**src/verilog/tla_pkg.sv**
```systemverilog
package tla_pkg;

    // ========================================
    // Widths
    localparam int TLA_DATA_W = 16;
    localparam int TLA_CMD_W = 8;
    localparam int TLA_NUM_LIMITS = 7;
    localparam int TLA_CELLS_W = 2;

    // ========================================
    // Device command codes
    localparam logic [7:0] TLA_CMD_BAT_LO = 8'h01;
    localparam logic [7:0] TLA_CMD_BAT_HI = 8'h02;
    localparam logic [7:0] TLA_CMD_VIN_LO = 8'h03;
    localparam logic [7:0] TLA_CMD_VIN_HI = 8'h04;
    localparam logic [7:0] TLA_CMD_RAIL_LO = 8'h05;
    localparam logic [7:0] TLA_CMD_RAIL_HI = 8'h06;
    localparam logic [7:0] TLA_CMD_IIN_HI = 8'h07;
    localparam logic [7:0] TLA_CMD_ENABLE = 8'h0d;
    localparam logic [7:0] TLA_CMD_FLAGS = 8'h0e;
    localparam logic [7:0] TLA_CMD_CELLS = 8'h0f;

    // ========================================
    // Bit positions in enable and flag registers
    localparam int TLA_BIT_BAT_LO = 0;
    localparam int TLA_BIT_BAT_HI = 1;
    localparam int TLA_BIT_VIN_LO = 2;
    localparam int TLA_BIT_VIN_HI = 3;
    localparam int TLA_BIT_RAIL_LO = 4;
    localparam int TLA_BIT_RAIL_HI = 5;
    localparam int TLA_BIT_IIN_HI = 6;

    // ========================================
    // Reset values
    localparam logic [15:0] TLA_LIMIT_RESET = 16'h0000;
    localparam logic [6:0] TLA_ENABLE_RESET = 7'h00;
    localparam logic [6:0] TLA_FLAG_RESET = 7'h00;

    // ========================================
    // Code weights, for software conversion
    localparam real TLA_BAT_UV_PER_LSB = 384.8;
    localparam real TLA_BAT_GROUP_V = 6.0;
    localparam real TLA_VIN_MV_PER_LSB = 1.649;
    localparam real TLA_RAIL_MV_PER_LSB = 1.653;
    localparam real TLA_IIN_UV_PER_LSB = 1.466;

    // ========================================
    // Host controller registers
    localparam int TLA_HOST_ADDR_W = 3;
    localparam logic [2:0] TLA_H_WDATA = 3'h0;
    localparam logic [2:0] TLA_H_CMD = 3'h1;
    localparam logic [2:0] TLA_H_RDATA = 3'h2;
    localparam logic [2:0] TLA_H_STATUS = 3'h3;
    localparam logic [2:0] TLA_H_MASK = 3'h4;
    localparam logic [2:0] TLA_H_LINK = 3'h5;
    localparam int TLA_H_READ_BIT = 8;
    localparam int TLA_EV_W = 3;
    localparam int TLA_EV_READ = 0;
    localparam int TLA_EV_WRITE = 1;
    localparam int TLA_EV_ALERT = 2;
    localparam int TLA_LINK_BUSY = 0;
    localparam int TLA_LINK_ALERT = 1;
    localparam logic [2:0] TLA_EV_RESET = 3'h0;

    typedef enum logic [1:0] {
        TLA_IDLE,
        TLA_WRITE_ISSUE,
        TLA_READ_ISSUE,
        TLA_READ_CAPTURE
    } tla_host_state_t;

endpackage

```
**src/verilog/tla_link_if.sv**
```systemverilog
`timescale 1ns/1ns
interface tla_link_if;
    import tla_pkg::*;

    logic [TLA_CMD_W-1:0] cmd_code;
    logic [TLA_DATA_W-1:0] wr_data;
    logic wr_strobe;
    logic rd_strobe;
    logic [TLA_DATA_W-1:0] rd_data;
    logic alert_n;

    modport device (
        input cmd_code,
        input wr_data,
        input wr_strobe,
        input rd_strobe,
        output rd_data,
        output alert_n
    );

    modport host (
        output cmd_code,
        output wr_data,
        output wr_strobe,
        output rd_strobe,
        input rd_data,
        input alert_n
    );
endinterface

```
**src/verilog/tla_device.sv**
```systemverilog
// Functional notes
// Battery low flag when enabled reading below limit
// Battery high flag when enabled reading above limit
// Battery limit compared in raw per-group codes
// Input low flag when enabled reading below limit
// Input high flag when enabled reading above limit
// Input voltage limit in raw input codes
// Rail low flag when enabled reading below limit
// Rail high flag when enabled reading above limit
// Rail limit compared directly in raw codes
// Current high flag when enabled reading above limit
// Current limit in raw sense codes
// Flags readable, cleared only by host write
// Limits are 16-bit signed, reset zero
// Enabled raised flag drives alert line low
// Compare once per conversion; flags stay latched
`timescale 1ns/1ns
module tla_device
    import tla_pkg::*;
(
    // Clock and reset
    input wire logic clk,
    input wire logic reset_n,
    // Register link
    tla_link_if.device link,
    // Telemetry readings and conversion strobes
    input wire logic [TLA_DATA_W-1:0] battery_voltage,
    input wire logic battery_voltage_done,
    input wire logic [TLA_DATA_W-1:0] input_voltage,
    input wire logic input_voltage_done,
    input wire logic [TLA_DATA_W-1:0] output_rail_voltage,
    input wire logic output_rail_voltage_done,
    input wire logic [TLA_DATA_W-1:0] input_current,
    input wire logic input_current_done,
    // Strap pins
    input wire logic [TLA_CELLS_W-1:0] cell_count_select_pins,
    // Alert state
    output logic [TLA_NUM_LIMITS-1:0] limit_flags
);

    // ========================================
    // Helpers
    function automatic logic is_limit_cmd(input logic [7:0] cmd);
        return (cmd >= TLA_CMD_BAT_LO) && (cmd <= TLA_CMD_IIN_HI);
    endfunction

    function automatic logic [2:0] limit_index(input logic [7:0] cmd);
        logic [7:0] offs;
        offs = cmd - TLA_CMD_BAT_LO;
        return offs[2:0];
    endfunction

    // Signed compares; a reading equal to its limit never trips
    function automatic logic below(
        input logic [15:0] reading,
        input logic [15:0] limit
    );
        return $signed(reading) < $signed(limit);
    endfunction

    function automatic logic above(
        input logic [15:0] reading,
        input logic [15:0] limit
    );
        return $signed(reading) > $signed(limit);
    endfunction

    // ========================================
    // State
    logic [TLA_DATA_W-1:0] limit_reg [TLA_NUM_LIMITS];
    logic [TLA_NUM_LIMITS-1:0] enable_reg;
    logic [TLA_NUM_LIMITS-1:0] flag_reg;
    logic [TLA_NUM_LIMITS-1:0] flag_next;
    logic [TLA_NUM_LIMITS-1:0] hit;
    logic [TLA_NUM_LIMITS-1:0] clear;
    logic [TLA_DATA_W-1:0] rd_value;
    logic limit_wr;
    logic enable_wr;
    logic flag_wr;

    assign limit_flags = flag_reg;

    // ========================================
    // Write decode
    // Unmapped codes and the read-only cell code fall through
    always_comb begin
        limit_wr = 1'b0;
        enable_wr = 1'b0;
        flag_wr = 1'b0;
        if (!link.wr_strobe) begin
            limit_wr = 1'b0;
        end else if (is_limit_cmd(link.cmd_code)) begin
            limit_wr = 1'b1;
        end else if (link.cmd_code == TLA_CMD_ENABLE) begin
            enable_wr = 1'b1;
        end else if (link.cmd_code == TLA_CMD_FLAGS) begin
            flag_wr = 1'b1;
        end
    end

    // ========================================
    // Limit registers
    // Raw two's-complement codes, no scaling applied
    always_ff @(posedge clk or negedge reset_n) begin
        if (!reset_n) begin
            for (int i = 0; i < TLA_NUM_LIMITS; i++) begin
                limit_reg[i] <= TLA_LIMIT_RESET;
            end
        end else if (limit_wr) begin
            limit_reg[limit_index(link.cmd_code)] <= link.wr_data;
        end
    end

    // ========================================
    // Enable register
    // Bit order follows the limit command order
    always_ff @(posedge clk or negedge reset_n) begin
        if (!reset_n) begin
            enable_reg <= TLA_ENABLE_RESET;
        end else if (enable_wr) begin
            enable_reg <= link.wr_data[TLA_NUM_LIMITS-1:0];
        end
    end

    // ========================================
    // Threshold comparisons, raw codes against raw codes
    // Done strobe gates each compare: one look per conversion
    always_comb begin
        hit = '0;
        hit[TLA_BIT_BAT_LO] = battery_voltage_done
            && enable_reg[TLA_BIT_BAT_LO]
            && below(battery_voltage, limit_reg[TLA_BIT_BAT_LO]);
        hit[TLA_BIT_BAT_HI] = battery_voltage_done
            && enable_reg[TLA_BIT_BAT_HI]
            && above(battery_voltage, limit_reg[TLA_BIT_BAT_HI]);
        hit[TLA_BIT_VIN_LO] = input_voltage_done
            && enable_reg[TLA_BIT_VIN_LO]
            && below(input_voltage, limit_reg[TLA_BIT_VIN_LO]);
        hit[TLA_BIT_VIN_HI] = input_voltage_done
            && enable_reg[TLA_BIT_VIN_HI]
            && above(input_voltage, limit_reg[TLA_BIT_VIN_HI]);
        hit[TLA_BIT_RAIL_LO] = output_rail_voltage_done
            && enable_reg[TLA_BIT_RAIL_LO]
            && below(output_rail_voltage,
                     limit_reg[TLA_BIT_RAIL_LO]);
        hit[TLA_BIT_RAIL_HI] = output_rail_voltage_done
            && enable_reg[TLA_BIT_RAIL_HI]
            && above(output_rail_voltage,
                     limit_reg[TLA_BIT_RAIL_HI]);
        hit[TLA_BIT_IIN_HI] = input_current_done
            && enable_reg[TLA_BIT_IIN_HI]
            && above(input_current, limit_reg[TLA_BIT_IIN_HI]);
    end

    // ========================================
    // Alert flags: a zero written clears, a new hit wins
    always_comb begin
        clear = '0;
        if (flag_wr) begin
            clear = ~link.wr_data[TLA_NUM_LIMITS-1:0];
        end
        flag_next = (flag_reg & ~clear) | hit;
    end

    // Flags stay set after the reading returns in range
    always_ff @(posedge clk or negedge reset_n) begin
        if (!reset_n) begin
            flag_reg <= TLA_FLAG_RESET;
        end else begin
            flag_reg <= flag_next;
        end
    end

    // ========================================
    // Alert line
    // Built from flag_next so the line drops with the flag
    // Dropping an enable frees the line but keeps the flag
    always_ff @(posedge clk or negedge reset_n) begin
        if (!reset_n) begin
            link.alert_n <= 1'b1;
        end else begin
            link.alert_n <= ~|(flag_next & enable_reg);
        end
    end

    // ========================================
    // Read path
    always_comb begin
        rd_value = '0;
        if (is_limit_cmd(link.cmd_code)) begin
            rd_value = limit_reg[limit_index(link.cmd_code)];
        end else if (link.cmd_code == TLA_CMD_ENABLE) begin
            rd_value = TLA_DATA_W'(enable_reg);
        end else if (link.cmd_code == TLA_CMD_FLAGS) begin
            rd_value = TLA_DATA_W'(flag_reg);
        end else if (link.cmd_code == TLA_CMD_CELLS) begin
            rd_value = TLA_DATA_W'(cell_count_select_pins);
        end
    end

    // Captured at the strobe edge, held until the next read
    always_ff @(posedge clk or negedge reset_n) begin
        if (!reset_n) begin
            link.rd_data <= '0;
        end else if (link.rd_strobe) begin
            link.rd_data <= rd_value;
        end
    end

endmodule

```
**src/flat_wrapper.sv**
```systemverilog
// flat-port wrapper written by rule: the top's interface ports become plain ports
module tla_device_flat import tla_pkg::*;
  (clk, reset_n, battery_voltage, battery_voltage_done, input_voltage, input_voltage_done, output_rail_voltage, output_rail_voltage_done, input_current, input_current_done, cell_count_select_pins, limit_flags, link_cmd_code, link_wr_data, link_wr_strobe, link_rd_strobe, link_rd_data, link_alert_n);
  tla_link_if link_i ();
  input wire logic clk;
  input wire logic reset_n;
  input wire logic [TLA_DATA_W-1:0] battery_voltage;
  input wire logic battery_voltage_done;
  input wire logic [TLA_DATA_W-1:0] input_voltage;
  input wire logic input_voltage_done;
  input wire logic [TLA_DATA_W-1:0] output_rail_voltage;
  input wire logic output_rail_voltage_done;
  input wire logic [TLA_DATA_W-1:0] input_current;
  input wire logic input_current_done;
  input wire logic [TLA_CELLS_W-1:0] cell_count_select_pins;
  output logic [TLA_NUM_LIMITS-1:0] limit_flags;
  input wire logic [$bits(link_i.cmd_code)-1:0] link_cmd_code;
  input wire logic [$bits(link_i.wr_data)-1:0] link_wr_data;
  input wire logic [$bits(link_i.wr_strobe)-1:0] link_wr_strobe;
  input wire logic [$bits(link_i.rd_strobe)-1:0] link_rd_strobe;
  output wire logic [$bits(link_i.rd_data)-1:0] link_rd_data;
  output wire logic [$bits(link_i.alert_n)-1:0] link_alert_n;
  assign link_i.cmd_code = link_cmd_code;
  assign link_i.wr_data = link_wr_data;
  assign link_i.wr_strobe = link_wr_strobe;
  assign link_i.rd_strobe = link_rd_strobe;
  assign link_rd_data = link_i.rd_data;
  assign link_alert_n = link_i.alert_n;
  tla_device u_core (.clk(clk), .reset_n(reset_n), .link(link_i), .battery_voltage(battery_voltage), .battery_voltage_done(battery_voltage_done), .input_voltage(input_voltage), .input_voltage_done(input_voltage_done), .output_rail_voltage(output_rail_voltage), .output_rail_voltage_done(output_rail_voltage_done), .input_current(input_current), .input_current_done(input_current_done), .cell_count_select_pins(cell_count_select_pins), .limit_flags(limit_flags));
endmodule
```
**config.mk**
```make
export PLATFORM = sky130hd
export DESIGN_NAME = tla_device_flat
export DESIGN_NICKNAME = d
export VERILOG_FILES = /design/src/verilog/tla_pkg.sv /design/src/verilog/tla_link_if.sv /design/src/verilog/tla_device.sv /design/src/flat_wrapper.sv
export SDC_FILE = /design/constraint.sdc
export NUM_CORES = 1
export LEC_CHECK = 0
export BUFFER_PORTS_ARGS = -buffer_cell sky130_fd_sc_hd__buf_2
export CAP_MARGIN = 15
export CORE_ASPECT_RATIO = 0.9
export CORE_MARGIN = 1
export CORE_UTILIZATION = 35
export CTS_BUF_LIST = sky130_fd_sc_hd__clkbuf_8
export DETAILED_ROUTE_END_ITERATION = 12
export PLACE_DENSITY = 0.49
export SETUP_SLACK_MARGIN = 0.05
export SYNTH_ARGS = -nofsm -noshare
export SYNTH_HDL_FRONTEND = slang
export SYNTH_SLANG_ARGS = --single-unit
```
**constraint.sdc**
```tcl
create_clock -name clk -period 3.15 [get_ports clk]
set_input_delay 0.1575 -clock clk [delete_from_list [all_inputs] [get_ports clk]]
set_output_delay 0.1575 -clock clk [all_outputs]
set_load 0.01 [all_outputs]
```
==> metrics.md <==
| Metric | Value |
|---|---|
| PwrDens | `430 nW/µm²` |
| Worst min path class | `in2reg` |
| DIE WIDTH | `175 µm` |
| Worst Slack Setup Final | `530 ps` |
| Global route total overflow | `0` |
| Via density | `5.20` |
| Ys flop type | `dfrtp_1` |
| Die ar. | `27600 µm²` |
| Largest net degree at the start of global routing | `92` |
| Fin. Hold Viols | `0` |
| Max reg flops | `112` |
| Fin nets | `1302` |
| Crit start category | `flip-flop` |
| Dpl hpwl | `21.8 mm` |
| Diode count | `0` |
| CP max FO | `3` |
| CTS tree | `built` |
| Final setup violation count | `0` |
| Die span in y | `158 µm` |
| EDFF count, synth | `0` |
| Post-route design area | `10900 µm²` |
| Worst path required time | `3510 ps` |
| Post-synthesis instance area | `9410 µm²` |
| TritonCTS Buffers | `17` |
| Post-synth ARST share | `1.00` |
| Clock Tree Buf Depth | `2` |
| Share of layout cells above drive strength 1 | `0.224` |
| Period utilization | `0.832` |
| Residual DRC | `0` |
| Vias in the first global route | `7346` |
| Post-CTS sizing | `0` |
| Dpl ws | `536 ps` |
| Clk pin slew, worst setup/hold paths | `80 ps` |
| DR WL/cell | `19.4 µm` |
| Placed Cells | `1419` |
| Setup TNS | `0 ps` |
| Initial antenna violation count | `0` |
| Root buf cell | `clkbuf_8` |
| Final min period | `2620 ps` |
| Clock sinks | `143` |
| CTS H-tree lvls | `4` |
| Power consumption | `4.66 mW` |
| Starting DRT DRC Count | `432` |
| FMAX | `0.382 GHz` |
| Crit path kind | `reg2reg` |
| Vias post-DR | `7545` |
| Finished Layout Cells | `1452` |
| Sequential share of the synthesized area | `0.380` |
| First-pass GRT wire length | `43.6 mm` |
| Unrepaired setup endpoints after global routing | `no` |
| Rel. slew slack | `0.362` |
| Maxcap violations | `0` |
| Yosys reg bits | `143` |
| Post-synthesis average cell area | `9.62 µm²` |
| Slew Limit Fails | `0` |
| Crit. End Element | `flip-flop` |
| DRT Pass-1 Iters | `5` |
| Total GRT Usage | `0.213` |
| DRT Wirelength | `28.2 mm` |
| Latest clock arrival within the worst-skew pair | `460 ps` |
| Worst vdd ir | `0.187 mV` |
| Worst Path Arrival | `2980 ps` |
| Final antenna-violating net count | `0` |
| Status | `finished, final reports clean` |
| Area delta synth->final | `15.3%` |
| Library cells used by synthesis | `64` |
| Routability Congestion | `0.831` |
| Core area | `26200 µm²` |
| Clock skew | `12.4 ps` |
| Hold slack | `38.2 ps` |
| Site Rows | `56` |
| Final design utilization | `0.414` |
| Fill cells | `2689` |
| Tightest Pin Transition | `957 ps` |
| # IOs | `122` |
| Starting Density | `0.359` |
| Leakage | `5.22 nW` |
| Syn nets | `1189` |
| Area after DPL | `10400 µm²` |
| Port Buffer Count | `121` |
| Yosys warns | `0` |
| Mapped Cells | `978` |
==> placed cells by master, fill, tap and decap left out, types with 18 or more instances in the layout <==
master,instances
dfrtp_1,142
inv_1,123
buf_2,120
nand2_1,117
ha_1,112
o21ai_0,77
a21oi_1,66
mux2_2,47
nor2_1,32
mux2_1,31
clkbuf_8,18
==> critical path, cell delays in order (launching register included) <==
cell	delay (ps)
dfrtp_1	380
inv_1	90
ha_1	320
nand2_1	50
o21ai_0	360
a211oi_1	110
o31ai_1	230
o21ai_0	260
or2_2	390
a2111oi_2	330
==> layout make-up <==
| type | count | area, µm² | share of cell area |
|---|---|---|---|
| well taps | 348 | 435 | 0.0401 |
| flip-flops and latches | 143 | 3580 | 0.330 |
| clock buffers | 18 | 248 | 0.0228 |
| inverters | 123 | 462 | 0.0425 |
| repair buffers | 138 | 754 | 0.0695 |
| clock inverters | 14 | 168 | 0.0154 |
| multi-input cells | 668 | 5210 | 0.480 |
==> timing repair <==
action                    in CTS  in global routing
hold endpoints to repair      87                  0
buffers inserted               0                  0
hold buffers                   1                  0
==> cells in the mapped netlist (3+ instances only) <==
| cell | n | area, µm² |
|---|---|---|
| dfrtp_1 | 142 | 3550 |
| clkbuf_1 | 29 | 109 |
| mux4_2 | 12 | 270 |
| a22oi_1 | 7 | 52.6 |
| a21o_1 | 10 | 75.1 |
| ha_1 | 113 | 1410 |
| buf_1 | 3 | 11.3 |
| o21ai_1 | 6 | 30.0 |
| buf_6 | 3 | 33.8 |
| a211oi_1 | 4 | 30.0 |
| a221oi_1 | 4 | 35.0 |
| a311oi_1 | 3 | 26.3 |
| nand2b_1 | 6 | 37.5 |
| nor3b_1 | 4 | 30.0 |
| nand2_1 | 117 | 439 |
| nor4_2 | 3 | 37.5 |
| o31ai_1 | 7 | 52.6 |
| nor3_1 | 7 | 35.0 |
| o2111ai_1 | 4 | 35.0 |
| mux2_1 | 31 | 349 |
| nand3_1 | 9 | 45.0 |
| nor2_1 | 32 | 120 |
| nor2b_1 | 6 | 37.5 |
| a21oi_1 | 66 | 330 |
| o22ai_1 | 6 | 37.5 |
| o211ai_1 | 13 | 97.6 |
| buf_2 | 7 | 35.0 |
| o21ai_0 | 77 | 385 |
| or3_1 | 4 | 25.0 |
| mux2i_1 | 3 | 30.0 |
| a31oi_1 | 12 | 75.1 |
| inv_1 | 122 | 458 |
| mux2_2 | 47 | 529 |
| nand3_4 | 3 | 52.6 |
| a41oi_1 | 4 | 35.0 |
| nand4_1 | 15 | 93.8 |
==> routing by layer <==
metal | vias up | wire (µm) | track usage
li1 | 3693 | - | -
met1 | 3643 | 14700 | 0.321
met2 | 188 | 12000 | 0.317
met3 | 21 | 1290 | 0.0334
met4 | 0 | 279 | 0.0447
met5 | - | 0 | 0
==> final timing paths <==
kind / startpoint / to / slack (ps) / cells past startpoint
max: u_core.limit_reg[43] / u_core.link.alert_n / 530 / 9
min: link_wr_data[11] / u_core.limit_reg[75] / 40 / 3
max reg2reg: u_core.limit_reg[43] / u_core.link.alert_n / 530 / 9
min reg2reg: u_core.limit_reg[103] / u_core.limit_reg[103] / 490 / 1
max in group asynchronous: reset_n / u_core.limit_reg[111] / 1880 / 3
min in group asynchronous: reset_n / u_core.limit_reg[35] / 340 / 2
==> where the power goes <==
part / internal (mW) / switching [mW]
Combinational: 0.404 / 0.596
Sequential: 1.98 / 0.125
Clock: 0.801 / 0.756
Total: 3.19 / 1.48
==> kinds of logic (layout without fill, tap and decap cells) <==
logic type / Yosys count / after routing / synth area share
compound gates: 240 / 240 / 0.154
simple gates: 220 / 220 / 0.115
buf+inv: 167 / 293 / 0.0707
flops: 143 / 143 / 0.380
fa+ha+maj: 113 / 113 / 0.150
mux: 93 / 93 / 0.125
xor+xnor: 2 / 2 / 0.00465
(Power assumes the default switching activity.)
